**src/pkg/smr_pkg.sv**
```systemverilog
// Constants, diagnostic codes and state type of the safe mode request monitor.
package smr_pkg;

	// Register word offsets, byte addressed, one aligned 32-bit word each.
	localparam logic [7:0]  ADDR_ACK_TIMEOUT = 8'h00;
	localparam logic [7:0]  ADDR_STATUS      = 8'h04;

	// Reset value of the acknowledge timeout, in clock cycles.
	localparam logic [31:0] ACK_TIMEOUT_RST  = 32'h0000_0000;

	// Status word field positions.
	localparam int          STAT_DIAG_LSB    = 0;
	localparam int          STAT_READY_BIT   = 16;
	localparam int          STAT_SAFE_BIT    = 17;
	localparam int          STAT_REQ_BIT     = 18;
	localparam int          STAT_ERROR_BIT   = 19;
	localparam int          STAT_ACK_BIT     = 20;

	// Diagnostic codes.
	localparam logic [15:0] DIAG_IDLE        = 16'h0000;
	localparam logic [15:0] DIAG_SAFE        = 16'h8000;
	localparam logic [15:0] DIAG_INIT        = 16'h8001;
	localparam logic [15:0] DIAG_OPMODE      = 16'h8002;
	localparam logic [15:0] DIAG_WAIT_CONF   = 16'h8003;
	localparam logic [15:0] DIAG_WAIT_OPMODE = 16'h8005;
	localparam logic [15:0] DIAG_WAIT_CONF_OP = 16'h8012;
	localparam logic [15:0] DIAG_ACK_LOST    = 16'hC002;
	localparam logic [15:0] DIAG_TIMEOUT     = 16'hC003;
	localparam logic [15:0] DIAG_RESET_ERR2  = 16'hC004;
	localparam logic [15:0] DIAG_RESET_ERR3  = 16'hC005;

	// Value of the diagnostic code, the flags and the synchroniser stages after reset.
	localparam logic [15:0] DIAG_RST         = 16'h0000;
	localparam logic        FLAG_RST         = 1'b0;
	localparam logic [1:0]  SYNC_RST         = 2'h0;

	typedef enum logic [3:0] {
		ST_IDLE,
		ST_INIT,
		ST_WAIT_CONF,
		ST_SAFE,
		ST_WAIT_CONF_OP,
		ST_OPMODE,
		ST_WAIT_OPMODE,
		ST_ACK_LOST,
		ST_TIMEOUT,
		ST_RESET_ERR2,
		ST_RESET_ERR3
	} smr_state_t;

endpackage

```
**src/logic/smr_safe_mode_request_monitor.sv**
```systemverilog
// Safe mode request monitor: requests and watches an actuator's safe mode.
//
// Overview of operation
// (RQ1) No acknowledge before the timeout expires gives timeout error, C003.
// (RQ2) Acknowledge dropping in the safe state gives ack-lost error, C002.
// (RQ3) Request withdrawn before the actuator acknowledged is an error.
// (RQ4) A fault reset stuck true is an error, never a valid reset.
// (RQ5) Reset already true on entering acknowledge-lost reports code C004.
// (RQ6) Reset already true on entering timeout error reports code C005.
// (RQ7) Any error state forces safe-confirmed false whatever the acknowledge.
// (RQ8) Leaving an error needs a false-to-true edge on fault reset.
// (RQ9) After error reset, operation resumes only once mode request is true.
// (RQ10) No error information comes from the actuator, only its acknowledge.
// (RQ11) Idle, the default, shows code 0000 with every flag false.
// (RQ12) Confirmed safe mode shows 8000, ready and safe-confirmed true.
// (RQ13) Enable true gives init, code 8001, error true; a fault reset edge leaves it.
// (RQ14) Operation mode shows 8002, ready true, safe-confirmed false.
// (RQ15) Enable low returns to idle from any state, above all else.
// (RQ16) Mode request false asks safe mode; acknowledge true means safe.
// (RQ17) Timeout runs from mode request falling to acknowledge rising.
// (RQ18) Diagnostic code is a 16-bit word reset to zero.
// (RQ19) One evaluation per clock; timeout is a down-counter of cycles.
// (RQ20) Previous fault reset level is kept to tell an edge from a level.
//
// Local design decisions: strobed register access and the register addresses.
`timescale 1ns/1ps
module smr_safe_mode_request_monitor (
	input  wire logic        clk,
	input  wire logic        rst_n,
	input  wire logic        enable_in,
	input  wire logic        op_mode_request_in,
	input  wire logic        fault_reset_in,
	input  wire logic        safe_ack_in,
	input  wire logic [7:0]  reg_addr,
	input  wire logic [31:0] reg_wdata,
	input  wire logic        reg_wr,
	input  wire logic        reg_rd,
	output logic      [31:0] reg_rdata,
	output logic             ready_out,
	output logic             safe_confirmed_out,
	output logic             actuator_mode_request_out,
	output logic             error_out,
	output logic      [15:0] diagnostic_code
);

	logic                enable_s;
	logic                op_mode_s;
	logic                reset_s;
	logic                ack_s;
	logic                reset_prev_q;
	logic                reset_rise;
	logic [31:0]         ack_timeout_q;
	logic [31:0]         timer_q;
	logic [31:0]         timer_d;
	logic                timer_zero;
	smr_pkg::smr_state_t state_q;
	smr_pkg::smr_state_t state_d;
	logic                ready_d;
	logic                safe_d;
	logic                req_d;
	logic                error_d;
	logic [15:0]         diag_d;

	// All four levels come from outside this clock domain.
	smr_sync2 u_sync_enable (
		.clk   (clk),
		.rst_n (rst_n),
		.d     (enable_in),
		.q     (enable_s)
	);

	smr_sync2 u_sync_op_mode (
		.clk   (clk),
		.rst_n (rst_n),
		.d     (op_mode_request_in),
		.q     (op_mode_s)
	);

	smr_sync2 u_sync_reset (
		.clk   (clk),
		.rst_n (rst_n),
		.d     (fault_reset_in),
		.q     (reset_s)
	);

	// The acknowledge is the only input taken from the actuator.
	smr_sync2 u_sync_ack (
		.clk   (clk),
		.rst_n (rst_n),
		.d     (safe_ack_in),
		.q     (ack_s)
	); // RQ10

	// Previous fault reset level, so an edge is told apart from a level.
	always_ff @(posedge clk or negedge rst_n) begin
		if (!rst_n) begin
			reset_prev_q <= smr_pkg::FLAG_RST;
		end else begin
			reset_prev_q <= reset_s; // RQ20
		end
	end

	assign reset_rise = reset_s & ~reset_prev_q; // RQ20

	// Timeout register written by software, in clock cycles.
	always_ff @(posedge clk or negedge rst_n) begin
		if (!rst_n) begin
			ack_timeout_q <= smr_pkg::ACK_TIMEOUT_RST; // RQ17
		end else if (reg_wr && reg_addr == smr_pkg::ADDR_ACK_TIMEOUT) begin
			ack_timeout_q <= reg_wdata;
		end
	end

	// Read data stands only in the cycle after the read strobe.
	always_ff @(posedge clk or negedge rst_n) begin
		if (!rst_n) begin
			reg_rdata <= '0;
		end else if (reg_rd) begin
			if (reg_addr == smr_pkg::ADDR_ACK_TIMEOUT) begin
				reg_rdata <= ack_timeout_q;
			end else if (reg_addr == smr_pkg::ADDR_STATUS) begin
				reg_rdata <= '0;
				reg_rdata[smr_pkg::STAT_DIAG_LSB +: 16] <= diagnostic_code;
				reg_rdata[smr_pkg::STAT_READY_BIT] <= ready_out;
				reg_rdata[smr_pkg::STAT_SAFE_BIT] <= safe_confirmed_out;
				reg_rdata[smr_pkg::STAT_REQ_BIT] <= actuator_mode_request_out;
				reg_rdata[smr_pkg::STAT_ERROR_BIT] <= error_out;
				reg_rdata[smr_pkg::STAT_ACK_BIT] <= ack_s;
			end else begin
				reg_rdata <= '0;
			end
		end else begin
			reg_rdata <= '0;
		end
	end

	assign timer_zero = (timer_q == '0);

	// Next state, evaluated once per clock cycle.
	always_comb begin
		state_d = state_q;
		case (state_q)
			smr_pkg::ST_IDLE: begin
				state_d = smr_pkg::ST_INIT; // RQ13
			end
			smr_pkg::ST_INIT: begin
				// A reset level held since enable is not accepted.
				if (reset_rise) begin // RQ4
					state_d = smr_pkg::ST_WAIT_CONF;
				end
			end
			smr_pkg::ST_WAIT_CONF: begin
				if (ack_s) begin
					state_d = smr_pkg::ST_SAFE;
				end else if (op_mode_s) begin
					// Safe request withdrawn before confirmation.
					state_d = reset_s ? smr_pkg::ST_RESET_ERR3
						: smr_pkg::ST_TIMEOUT; // RQ3
				end else if (timer_zero) begin
					state_d = reset_s ? smr_pkg::ST_RESET_ERR3
						: smr_pkg::ST_TIMEOUT; // RQ1
				end
			end
			smr_pkg::ST_SAFE: begin
				if (!ack_s) begin
					state_d = reset_s ? smr_pkg::ST_RESET_ERR2
						: smr_pkg::ST_ACK_LOST; // RQ2
				end else if (op_mode_s) begin
					state_d = smr_pkg::ST_WAIT_CONF_OP; // RQ16
				end
			end
			smr_pkg::ST_WAIT_CONF_OP: begin
				if (!op_mode_s) begin
					state_d = smr_pkg::ST_SAFE;
				end else if (!ack_s) begin
					state_d = smr_pkg::ST_OPMODE;
				end
			end
			smr_pkg::ST_OPMODE: begin
				if (!op_mode_s) begin
					state_d = smr_pkg::ST_WAIT_CONF; // RQ17
				end
			end
			smr_pkg::ST_WAIT_OPMODE: begin
				if (op_mode_s) begin
					state_d = smr_pkg::ST_OPMODE; // RQ9
				end
			end
			smr_pkg::ST_ACK_LOST,
			smr_pkg::ST_TIMEOUT: begin
				if (reset_rise) begin
					state_d = smr_pkg::ST_WAIT_OPMODE; // RQ8
				end
			end
			smr_pkg::ST_RESET_ERR2: begin
				// Stays until the stuck reset is released.
				if (!reset_s) begin
					state_d = smr_pkg::ST_ACK_LOST; // RQ4
				end
			end
			smr_pkg::ST_RESET_ERR3: begin
				if (!reset_s) begin
					state_d = smr_pkg::ST_TIMEOUT; // RQ4
				end
			end
			default: begin
				state_d = smr_pkg::ST_IDLE;
			end
		endcase
		if (!enable_s) begin
			state_d = smr_pkg::ST_IDLE; // RQ15
		end
	end

	always_ff @(posedge clk or negedge rst_n) begin
		if (!rst_n) begin
			state_q <= smr_pkg::ST_IDLE;
		end else begin
			state_q <= state_d; // RQ19
		end
	end

	// Timeout down-counter, loaded when the safe request starts.
	always_comb begin
		timer_d = timer_q;
		if (state_d == smr_pkg::ST_WAIT_CONF
		    && state_q != smr_pkg::ST_WAIT_CONF) begin
			timer_d = ack_timeout_q; // RQ17
		end else if (state_q == smr_pkg::ST_WAIT_CONF && !timer_zero) begin
			timer_d = timer_q - 32'h0000_0001; // RQ19
		end
	end

	always_ff @(posedge clk or negedge rst_n) begin
		if (!rst_n) begin
			timer_q <= smr_pkg::ACK_TIMEOUT_RST;
		end else begin
			timer_q <= timer_d;
		end
	end

	// Output decode of the next state, so every output is a flip-flop.
	always_comb begin
		ready_d = 1'b1;
		safe_d  = 1'b0;
		req_d   = 1'b0;
		error_d = 1'b0;
		diag_d  = smr_pkg::DIAG_IDLE;
		case (state_d)
			smr_pkg::ST_IDLE: begin
				ready_d = 1'b0; // RQ11
				diag_d  = smr_pkg::DIAG_IDLE;
			end
			smr_pkg::ST_INIT: begin
				error_d = 1'b1; // RQ13
				diag_d  = smr_pkg::DIAG_INIT;
			end
			smr_pkg::ST_WAIT_CONF: begin
				diag_d  = smr_pkg::DIAG_WAIT_CONF;
			end
			smr_pkg::ST_SAFE: begin
				safe_d  = 1'b1; // RQ12
				diag_d  = smr_pkg::DIAG_SAFE;
			end
			smr_pkg::ST_WAIT_CONF_OP: begin
				req_d   = 1'b1;
				diag_d  = smr_pkg::DIAG_WAIT_CONF_OP;
			end
			smr_pkg::ST_OPMODE: begin
				req_d   = 1'b1; // RQ14
				diag_d  = smr_pkg::DIAG_OPMODE;
			end
			smr_pkg::ST_WAIT_OPMODE: begin
				error_d = 1'b1;
				diag_d  = smr_pkg::DIAG_WAIT_OPMODE;
			end
			smr_pkg::ST_ACK_LOST: begin
				error_d = 1'b1; // RQ2
				diag_d  = smr_pkg::DIAG_ACK_LOST;
			end
			smr_pkg::ST_TIMEOUT: begin
				error_d = 1'b1; // RQ1
				diag_d  = smr_pkg::DIAG_TIMEOUT;
			end
			smr_pkg::ST_RESET_ERR2: begin
				error_d = 1'b1; // RQ5
				diag_d  = smr_pkg::DIAG_RESET_ERR2;
			end
			smr_pkg::ST_RESET_ERR3: begin
				error_d = 1'b1; // RQ6
				diag_d  = smr_pkg::DIAG_RESET_ERR3;
			end
			default: begin
				ready_d = 1'b0;
			end
		endcase
		// Safe confirmation is never shown together with an error.
		if (error_d) begin
			safe_d = 1'b0; // RQ7
		end
	end

	// Each output has its own register, so none of them can glitch.
	always_ff @(posedge clk or negedge rst_n) begin
		if (!rst_n) begin
			ready_out <= smr_pkg::FLAG_RST;
		end else begin
			ready_out <= ready_d;
		end
	end

	always_ff @(posedge clk or negedge rst_n) begin
		if (!rst_n) begin
			safe_confirmed_out <= smr_pkg::FLAG_RST;
		end else begin
			safe_confirmed_out <= safe_d; // RQ7
		end
	end

	always_ff @(posedge clk or negedge rst_n) begin
		if (!rst_n) begin
			actuator_mode_request_out <= smr_pkg::FLAG_RST;
		end else begin
			actuator_mode_request_out <= req_d; // RQ16
		end
	end

	always_ff @(posedge clk or negedge rst_n) begin
		if (!rst_n) begin
			error_out <= smr_pkg::FLAG_RST;
		end else begin
			error_out <= error_d;
		end
	end

	always_ff @(posedge clk or negedge rst_n) begin
		if (!rst_n) begin
			diagnostic_code <= smr_pkg::DIAG_RST; // RQ18
		end else begin
			diagnostic_code <= diag_d;
		end
	end

endmodule

```
**src/logic/smr_sync2.sv**
```systemverilog
// Two flip-flop synchroniser for one level arriving from another domain.
`timescale 1ns/1ps
module smr_sync2 (
	input  wire logic clk,
	input  wire logic rst_n,
	input  wire logic d,
	output logic      q
);

	logic [1:0] stage_q;

	// The first stage is read only by the second stage.
	always_ff @(posedge clk or negedge rst_n) begin
		if (!rst_n) begin
			stage_q <= smr_pkg::SYNC_RST;
		end else begin
			stage_q <= {stage_q[0], d};
		end
	end

	assign q = stage_q[1];

endmodule

```
**config.mk**
```make
export PLATFORM = sky130hd
export DESIGN_NAME = smr_safe_mode_request_monitor
export DESIGN_NICKNAME = d
export VERILOG_FILES = /design/src/pkg/smr_pkg.sv /design/src/logic/smr_safe_mode_request_monitor.sv /design/src/logic/smr_sync2.sv
export SDC_FILE = /design/constraint.sdc
export NUM_CORES = 1
export LEC_CHECK = 0
export BUFFER_PORTS_ARGS = -buffer_cell sky130_fd_sc_hd__buf_4
export CORE_AREA = 2 2 114 94
export CTS_CLUSTER_SIZE = 8
export DETAILED_ROUTE_END_ITERATION = 6
export DIE_AREA = 0 0 116 96
export PLACE_DENSITY_LB_ADDON = 0.25
export SLEW_MARGIN = 20
export SYNTH_ARGS = -nofsm -noshare
export SYNTH_HDL_FRONTEND = slang
export SYNTH_SLANG_ARGS = --single-unit
```
**constraint.sdc**
```tcl
create_clock -name clk -period 3.58 [get_ports clk]
set_clock_uncertainty 0.05 [all_clocks]
set_input_delay 0.716 -clock clk [delete_from_list [all_inputs] [get_ports clk]]
set_output_delay 0.716 -clock clk [all_outputs]
set_load 0.05 [all_outputs]
```
==> impl_metrics.env, run 1 <==
export IMPL_p_clk_frac=0.364
export IMPL_syn_area_um2=5340
export IMPL_antenna_found_initial=0
export IMPL_reg2regPathDepth=8
export IMPL_ys_seq_area_frac=0.557
export IMPL_p_leak_nw=3.32
export IMPL_io_pins=100
export IMPL_worstPathCellList="or4_1, nor4_2, a41oi_1, o31ai_4, nor4_4, buf_6, buf_4, a221o_1"
export IMPL_grt_pass1_wl_um=20400
export IMPL_synth_most_common_cell="dfrtp_1"
export IMPL_peakVddDrop_mv=0.407
export IMPL_drive_gt1_frac=0.313
export IMPL_clkTransAtPathRegs_ns=0.05
export IMPL_initial_core_util=0.535
export IMPL_combPwrFrac=0.290
export IMPL_max_freq_mhz=306
export IMPL_cp_endpoint="timer_q[17]"
export IMPL_routedWlPerCell_um=17.2
export IMPL_slowest_delay_ns=0.68
export IMPL_clock_sinks=119
export IMPL_synth_common_cells="119 x dfrtp_1, 37 x nand2_1, 32 x mux2_2"
export IMPL_critPathBufInv=2
export IMPL_yosysTopAreaCell="dfrtp_1"
export IMPL_gp_congestion=0.926
export IMPL_gr_total_overflow=0
export IMPL_required_ns=3.83
export IMPL_placedCellCount=697
export IMPL_post_route_period_util=0.913
export IMPL_synth_seq_cells=119
export IMPL_grt_pass1_vias=4069
export IMPL_status="finished, final reports clean"
export IMPL_syn_area_per_cell_um2=11.3
export IMPL_synth_main_ff_cell="dfrtp_1"
export IMPL_grt_max_degree=82
export IMPL_multi_input_area_um2=2190
export IMPL_cp_max_fo=19
export IMPL_hold_violations=0
export IMPL_worst_slack_ns=0.312
export IMPL_cp_top_family="simple AND/OR/NAND/NOR gates"
export IMPL_synth_edf_count=0
export IMPL_synthCells=475
export IMPL_end_kind="register"
export IMPL_dp_slack_ns=0.0428
export IMPL_rows=33
export IMPL_ys_warn_count=0
export IMPL_finalSetupTns_ns=0
export IMPL_slew_viol_final=0
export IMPL_p_int_mw=3.36
export IMPL_die_w_um=116
export IMPL_track_usage=0.244
export IMPL_clockBufferDepth=2
export IMPL_core_um2=9990
export IMPL_whs_ns=0.282
export IMPL_synth_area_leaders="dfrtp_1 56%, mux2_2 6.7%, nand2_1 2.6%"
export IMPL_place_detailed_hpwl_um=8460
export IMPL_ff_latch_area_um2=2980
export IMPL_crit_type="register to register"
export IMPL_instances_no_fill=732
export IMPL_wl_um=12600
export IMPL_syn_to_final_growth_pct=28.8
export IMPL_nFillCells=775
export IMPL_synth_top_area_share=0.557
export IMPL_min_path_type="input port to async pin"
export IMPL_crit_path_start_kind="register"
export IMPL_htreeDepth=4
export IMPL_cp_num_cells=8
export IMPL_ys_async_sr_fraction=1.00
export IMPL_pwr_share_seq=0.345
export IMPL_first_pass_iters=5
export IMPL_die_y_um=96
export IMPL_synth_cell_types=56
export IMPL_slowest_stage="or4_1"
export IMPL_p_switching_mw=1.72
export IMPL_max_slew_worst_pin_slew_ns=0.938
export IMPL_swShare=0.338
export IMPL_r2r_slack_ns=0.31
export IMPL_r2r_start="timer_q[13]"
export IMPL_cp_arrival_ns=3.51
export IMPL_viasPerCell=5.74
export IMPL_ant_nets=0
export IMPL_vias=4202
export IMPL_drt_iter0_drc=365
export IMPL_cts_root_buf="clkbuf_16"
export IMPL_rsz0062_at_grt="false"
export IMPL_final_nets=628
export IMPL_cts_buffers=17
export IMPL_cts_tree="built"
export IMPL_finalWorstPathRequiredPeriod_ns=3.27
export IMPL_r2r_end="timer_q[17]"
export IMPL_die_area_um2=11100
export IMPL_critPathLaunch="timer_q[13]"
export IMPL_relSlewSlack=0.373
export IMPL_io_buffers=89
export IMPL_post_route_drc_count=0
export IMPL_maxCapViolations=0
export IMPL_n_antenna_cell=0
export IMPL_hold_buffers=0
export IMPL_powerDensity_nw_per_um2=738
export IMPL_finalSetupViolCount=0
export IMPL_clock_latency_ns=0.42
cell families after synthesis:
group	count (synthesis)	synth area share
other	1	0.000702
AO/OA/AOI/OAI	97	0.131
multiplexers	45	0.0918
flip-flops	119	0.557
adder cells (fa/ha/maj)	1	0.00234
buffers and inverters	49	0.0426
XOR/XNOR	6	0.00983
AND/OR/NAND/NOR	157	0.164
routing by layer:
metal | track usage | wire length [um]
met1 | 0.328 | 5580
met2 | 0.373 | 5900
met3 | 0.0630 | 866
met4 | 0.117 | 268
met5 | 0 | 0
final cells by class:
| cell class | count | area share |
|---|---|---|
| tap | 140 | 0.0255 |
| sequential | 119 | 0.433 |
| clock inverter | 14 | 0.0296 |
| multi-input combinational | 316 | 0.318 |
| inverter | 13 | 0.00709 |
| clock buffer | 18 | 0.0638 |
| timing repair buffer | 112 | 0.123 |
placed cells by master, fill, tap and decap left out, types with 17 or more instances in the layout:
cell type	synthesis	layout
mux2_2	32	32
o21ai_0	27	27
dfrtp_1	119	119
clkbuf_16	0	17
and2_1	22	22
buf_4	10	110
nor2_1	23	23
nand2_1	37	37
sequential cells by signal, indices dropped and copies added (netlist names):
name and count:
diagnostic_code 6, u_sync_op_mode.stage_q 2, ready_out 1, u_sync_enable.stage_q 2
ack_timeout_q 32, u_sync_ack.stage_q 2, reg_rdata 32, timer_q 32
state_q 4, reset_prev_q 1, safe_confirmed_out 1, error_out 1
u_sync_reset.stage_q 2, actuator_mode_request_out 1
timing repair:
item	CTS	global route
resized for setup	0	1
setup endpoints to repair	0	23
setup buffers	0	2
power by group through the flow:
stage               Combinational (mW)  Sequential [mW]  Clock (mW)
floorplan                        0.965             1.75           0
global placement                  1.35             1.75           0
detailed placement                1.40             1.76           0
CTS                               1.42             1.75        1.87
global route                      1.61             1.78        1.94
finish                            1.47             1.75        1.85
how the worst min path moves through the flow:
stage	from	end	slack, ns	depth (start not counted)
floorplan	u_sync_ack.stage_q[0]	u_sync_ack.stage_q[1]	0.28	0
finish	rst_n	reg_rdata[14]	0.28	1
detailed placement	u_sync_ack.stage_q[0]	u_sync_ack.stage_q[1]	0.28	0
global placement	u_sync_ack.stage_q[0]	u_sync_ack.stage_q[1]	0.28	0
CTS	u_sync_ack.stage_q[0]	u_sync_ack.stage_q[1]	0.30	0
global route	u_sync_ack.stage_q[0]	u_sync_ack.stage_q[1]	0.30	0
per-stage QoR:
| stage | total power, mW | cell area, um2 | util |
|---|---|---|---|
| floorplan | 2.72 | 5380 | - |
| global placement | 3.10 | 6200 | 0.621 |
| detailed placement | 3.16 | 6200 | 0.621 |
| CTS | 5.03 | 6840 | 0.685 |
| global route | 5.34 | 6880 | 0.689 |
| finish | 5.08 | 6880 | 0.689 |
Power figures use the tool's default switching activity.
==> run 2: changes to the inputs <==
--- a/config.mk
+++ b/config.mk
@@ -6,10 +6,11 @@
 export NUM_CORES = 1
 export LEC_CHECK = 0
 export BUFFER_PORTS_ARGS = -buffer_cell sky130_fd_sc_hd__buf_4
-export CORE_AREA = 2 2 114 94
+export CORE_AREA = 2 2 112 92
+export CTS_BUF_LIST = sky130_fd_sc_hd__clkbuf_8
 export CTS_CLUSTER_SIZE = 8
 export DETAILED_ROUTE_END_ITERATION = 6
-export DIE_AREA = 0 0 116 96
+export DIE_AREA = 0 0 114 94
 export PLACE_DENSITY_LB_ADDON = 0.25
 export SLEW_MARGIN = 20
 export SYNTH_ARGS = -nofsm -noshare
==> run 2 against run 1 <==
Net effect:
- design area is 6.0% lower
- register-to-register slack worse by 0.04 ns
- sequential power hardly changed
- largest power group is now registers
- total power is 17% lower
- clock-buffer cell count is 1 higher
- sequential share of layout area is 2.8 points higher
- cell count is 4.8% lower
- non-clock buffer count is 9 lower
- global-route usage is 0.065 points higher
- critical endpoint is now timer_q[20]
==> impl_metrics.env, run 2 (synthesis gave the netlist of run 1 again) <==
export IMPL_ant_nets=0
export IMPL_wl_um=12200
export IMPL_cp_top_family="simple AND/OR/NAND/NOR gates"
export IMPL_slowest_stage="or4_1"
export IMPL_place_detailed_hpwl_um=8420
export IMPL_n_antenna_cell=0
export IMPL_slowest_delay_ns=0.66
export IMPL_status="finished, final reports clean"
export IMPL_crit_type="register to register"
export IMPL_htreeDepth=4
export IMPL_dp_slack_ns=0.393
export IMPL_p_leak_nw=3.13
export IMPL_grt_pass1_vias=3988
export IMPL_relSlewSlack=0.387
export IMPL_cts_buffers=17
export IMPL_rows=32
export IMPL_worst_slack_ns=0.273
export IMPL_cts_setup_buffers=0
export IMPL_hold_violations=0
export IMPL_end_kind="register"
export IMPL_die_y_um=94
export IMPL_routedWlPerCell_um=17.5
export IMPL_crit_path_start_kind="register"
export IMPL_viasPerCell=5.88
export IMPL_ff_latch_area_um2=2980
export IMPL_grt_pass1_wl_um=20000
export IMPL_grt_max_degree=60
export IMPL_gr_total_overflow=0
export IMPL_max_freq_mhz=302
export IMPL_final_nets=619
export IMPL_cts_tree="built"
export IMPL_io_buffers=89
export IMPL_cts_resized=0
export IMPL_nFillCells=723
export IMPL_drt_iter0_drc=323
export IMPL_clockBufferDepth=2
export IMPL_slew_viol_final=0
export IMPL_maxCapViolations=0
export IMPL_dpl_instance_area_um2=6140
export IMPL_peakVddDrop_mv=0.358
export IMPL_gp_congestion=0.889
export IMPL_die_area_um2=10700
export IMPL_post_route_util=0.679
export IMPL_drive_gt1_frac=0.289
export IMPL_powerDensity_nw_per_um2=654
export IMPL_cts_root_buf="clkbuf_8"
export IMPL_finalSetupViolCount=0
export IMPL_worstPathCellList="or4_1, nor4_1, a41oi_1, o31ai_4, nor4_4, buf_4, a221o_1"
export IMPL_first_pass_iters=6
export IMPL_core_um2=9530
export IMPL_critPathBufInv=1
export IMPL_initial_core_util=0.561
export IMPL_io_pins=100
export IMPL_clock_sinks=119
export IMPL_layout_common_cells="119 x dfrtp_1, 102 x buf_4, 37 x nand2_1"
export IMPL_required_ns=3.83
export IMPL_multi_input_area_um2=2180
export IMPL_vias=4096
export IMPL_hold_buffers=0
export IMPL_min_path_type="input port to async pin"
export IMPL_track_usage=0.245
export IMPL_cp_max_fo=19
export IMPL_post_route_period_util=0.924
export IMPL_reg_top3="ack_timeout_q: 32 flops, reg_rdata: 32 flops, timer_q: 32 flops"
export IMPL_total_power_mw=4.23
export IMPL_die_w_um=114
export IMPL_post_route_drc_count=0
export IMPL_clkTransAtPathRegs_ns=0.07
export IMPL_final_common_cell="dfrtp_1"
export IMPL_cp_arrival_ns=3.56
export IMPL_antenna_found_initial=0
export IMPL_max_slew_worst_pin_slew_ns=0.916
export IMPL_syn_to_final_growth_pct=21.0
export IMPL_clock_latency_ns=0.42
export IMPL_rsz0062_at_grt="false"
export IMPL_finalWorstPathRequiredPeriod_ns=3.31
export IMPL_final_cell_area_um2=6470
export IMPL_finalSetupTns_ns=0
[run 2: final timing paths]
check | start | to | depth (start not counted) | slack (ns)
max | timer_q[13] | timer_q[20] | 7 | 0.27
min | rst_n | reg_rdata[4] | 1 | 0.30
max reg2reg | timer_q[13] | timer_q[20] | 7 | 0.27
min reg2reg | u_sync_enable.stage_q[0] | u_sync_enable.stage_q[1] | 0 | 0.30
max in group asynchronous | rst_n | ack_timeout_q[24] | 2 | 2.39
min in group clk | u_sync_enable.stage_q[0] | u_sync_enable.stage_q[1] | 0 | 0.30
[run 2: routing by layer]
layer	routed length [um]	global-route usage	vias to the layer above
met3	894	0.0748	19
met4	202	0.0935	0
met2	5650	0.370	181
met5	0	0	-
met1	5460	0.334	1991
li1	-	-	1905
[run 2: per-stage QoR]
stage / hold slack, ns / cells
2_1_floorplan: 0.281 / 484
3_3_place_gp: 0.283 / 670
3_5_place_dp: 0.286 / 670
4_1_cts: 0.300 / 697
5_1_grt: 0.306 / 697
6_report: 0.299 / 697
[run 2: final cells by class]
class | count | area share
Clock inverter | 8 | 0.00987
Tap cell | 119 | 0.0230
Inverter | 13 | 0.00754
Clock buffer | 19 | 0.0404
Sequential cell | 119 | 0.460
Multi-Input combinational cell | 316 | 0.337
Timing Repair Buffer | 103 | 0.121
[run 2: worst register-to-register path, cell delays in order (launching register included)]
cell and delay, ns:
dfrtp_1 0.43, or4_1 0.66, nor4_1 0.56, a41oi_1 0.33, o31ai_4 0.43, nor4_4 0.13
buf_4 0.24, a221o_1 0.36
[run 2: where the power goes]
part / switching [mW] / internal [mW] / leakage (nW)
Combinational: 0.856 / 0.555 / 1.35
Clock: 0.487 / 0.553 / 0.179
Sequential: 0.243 / 1.54 / 1.61
Total: 1.59 / 2.64 / 3.13
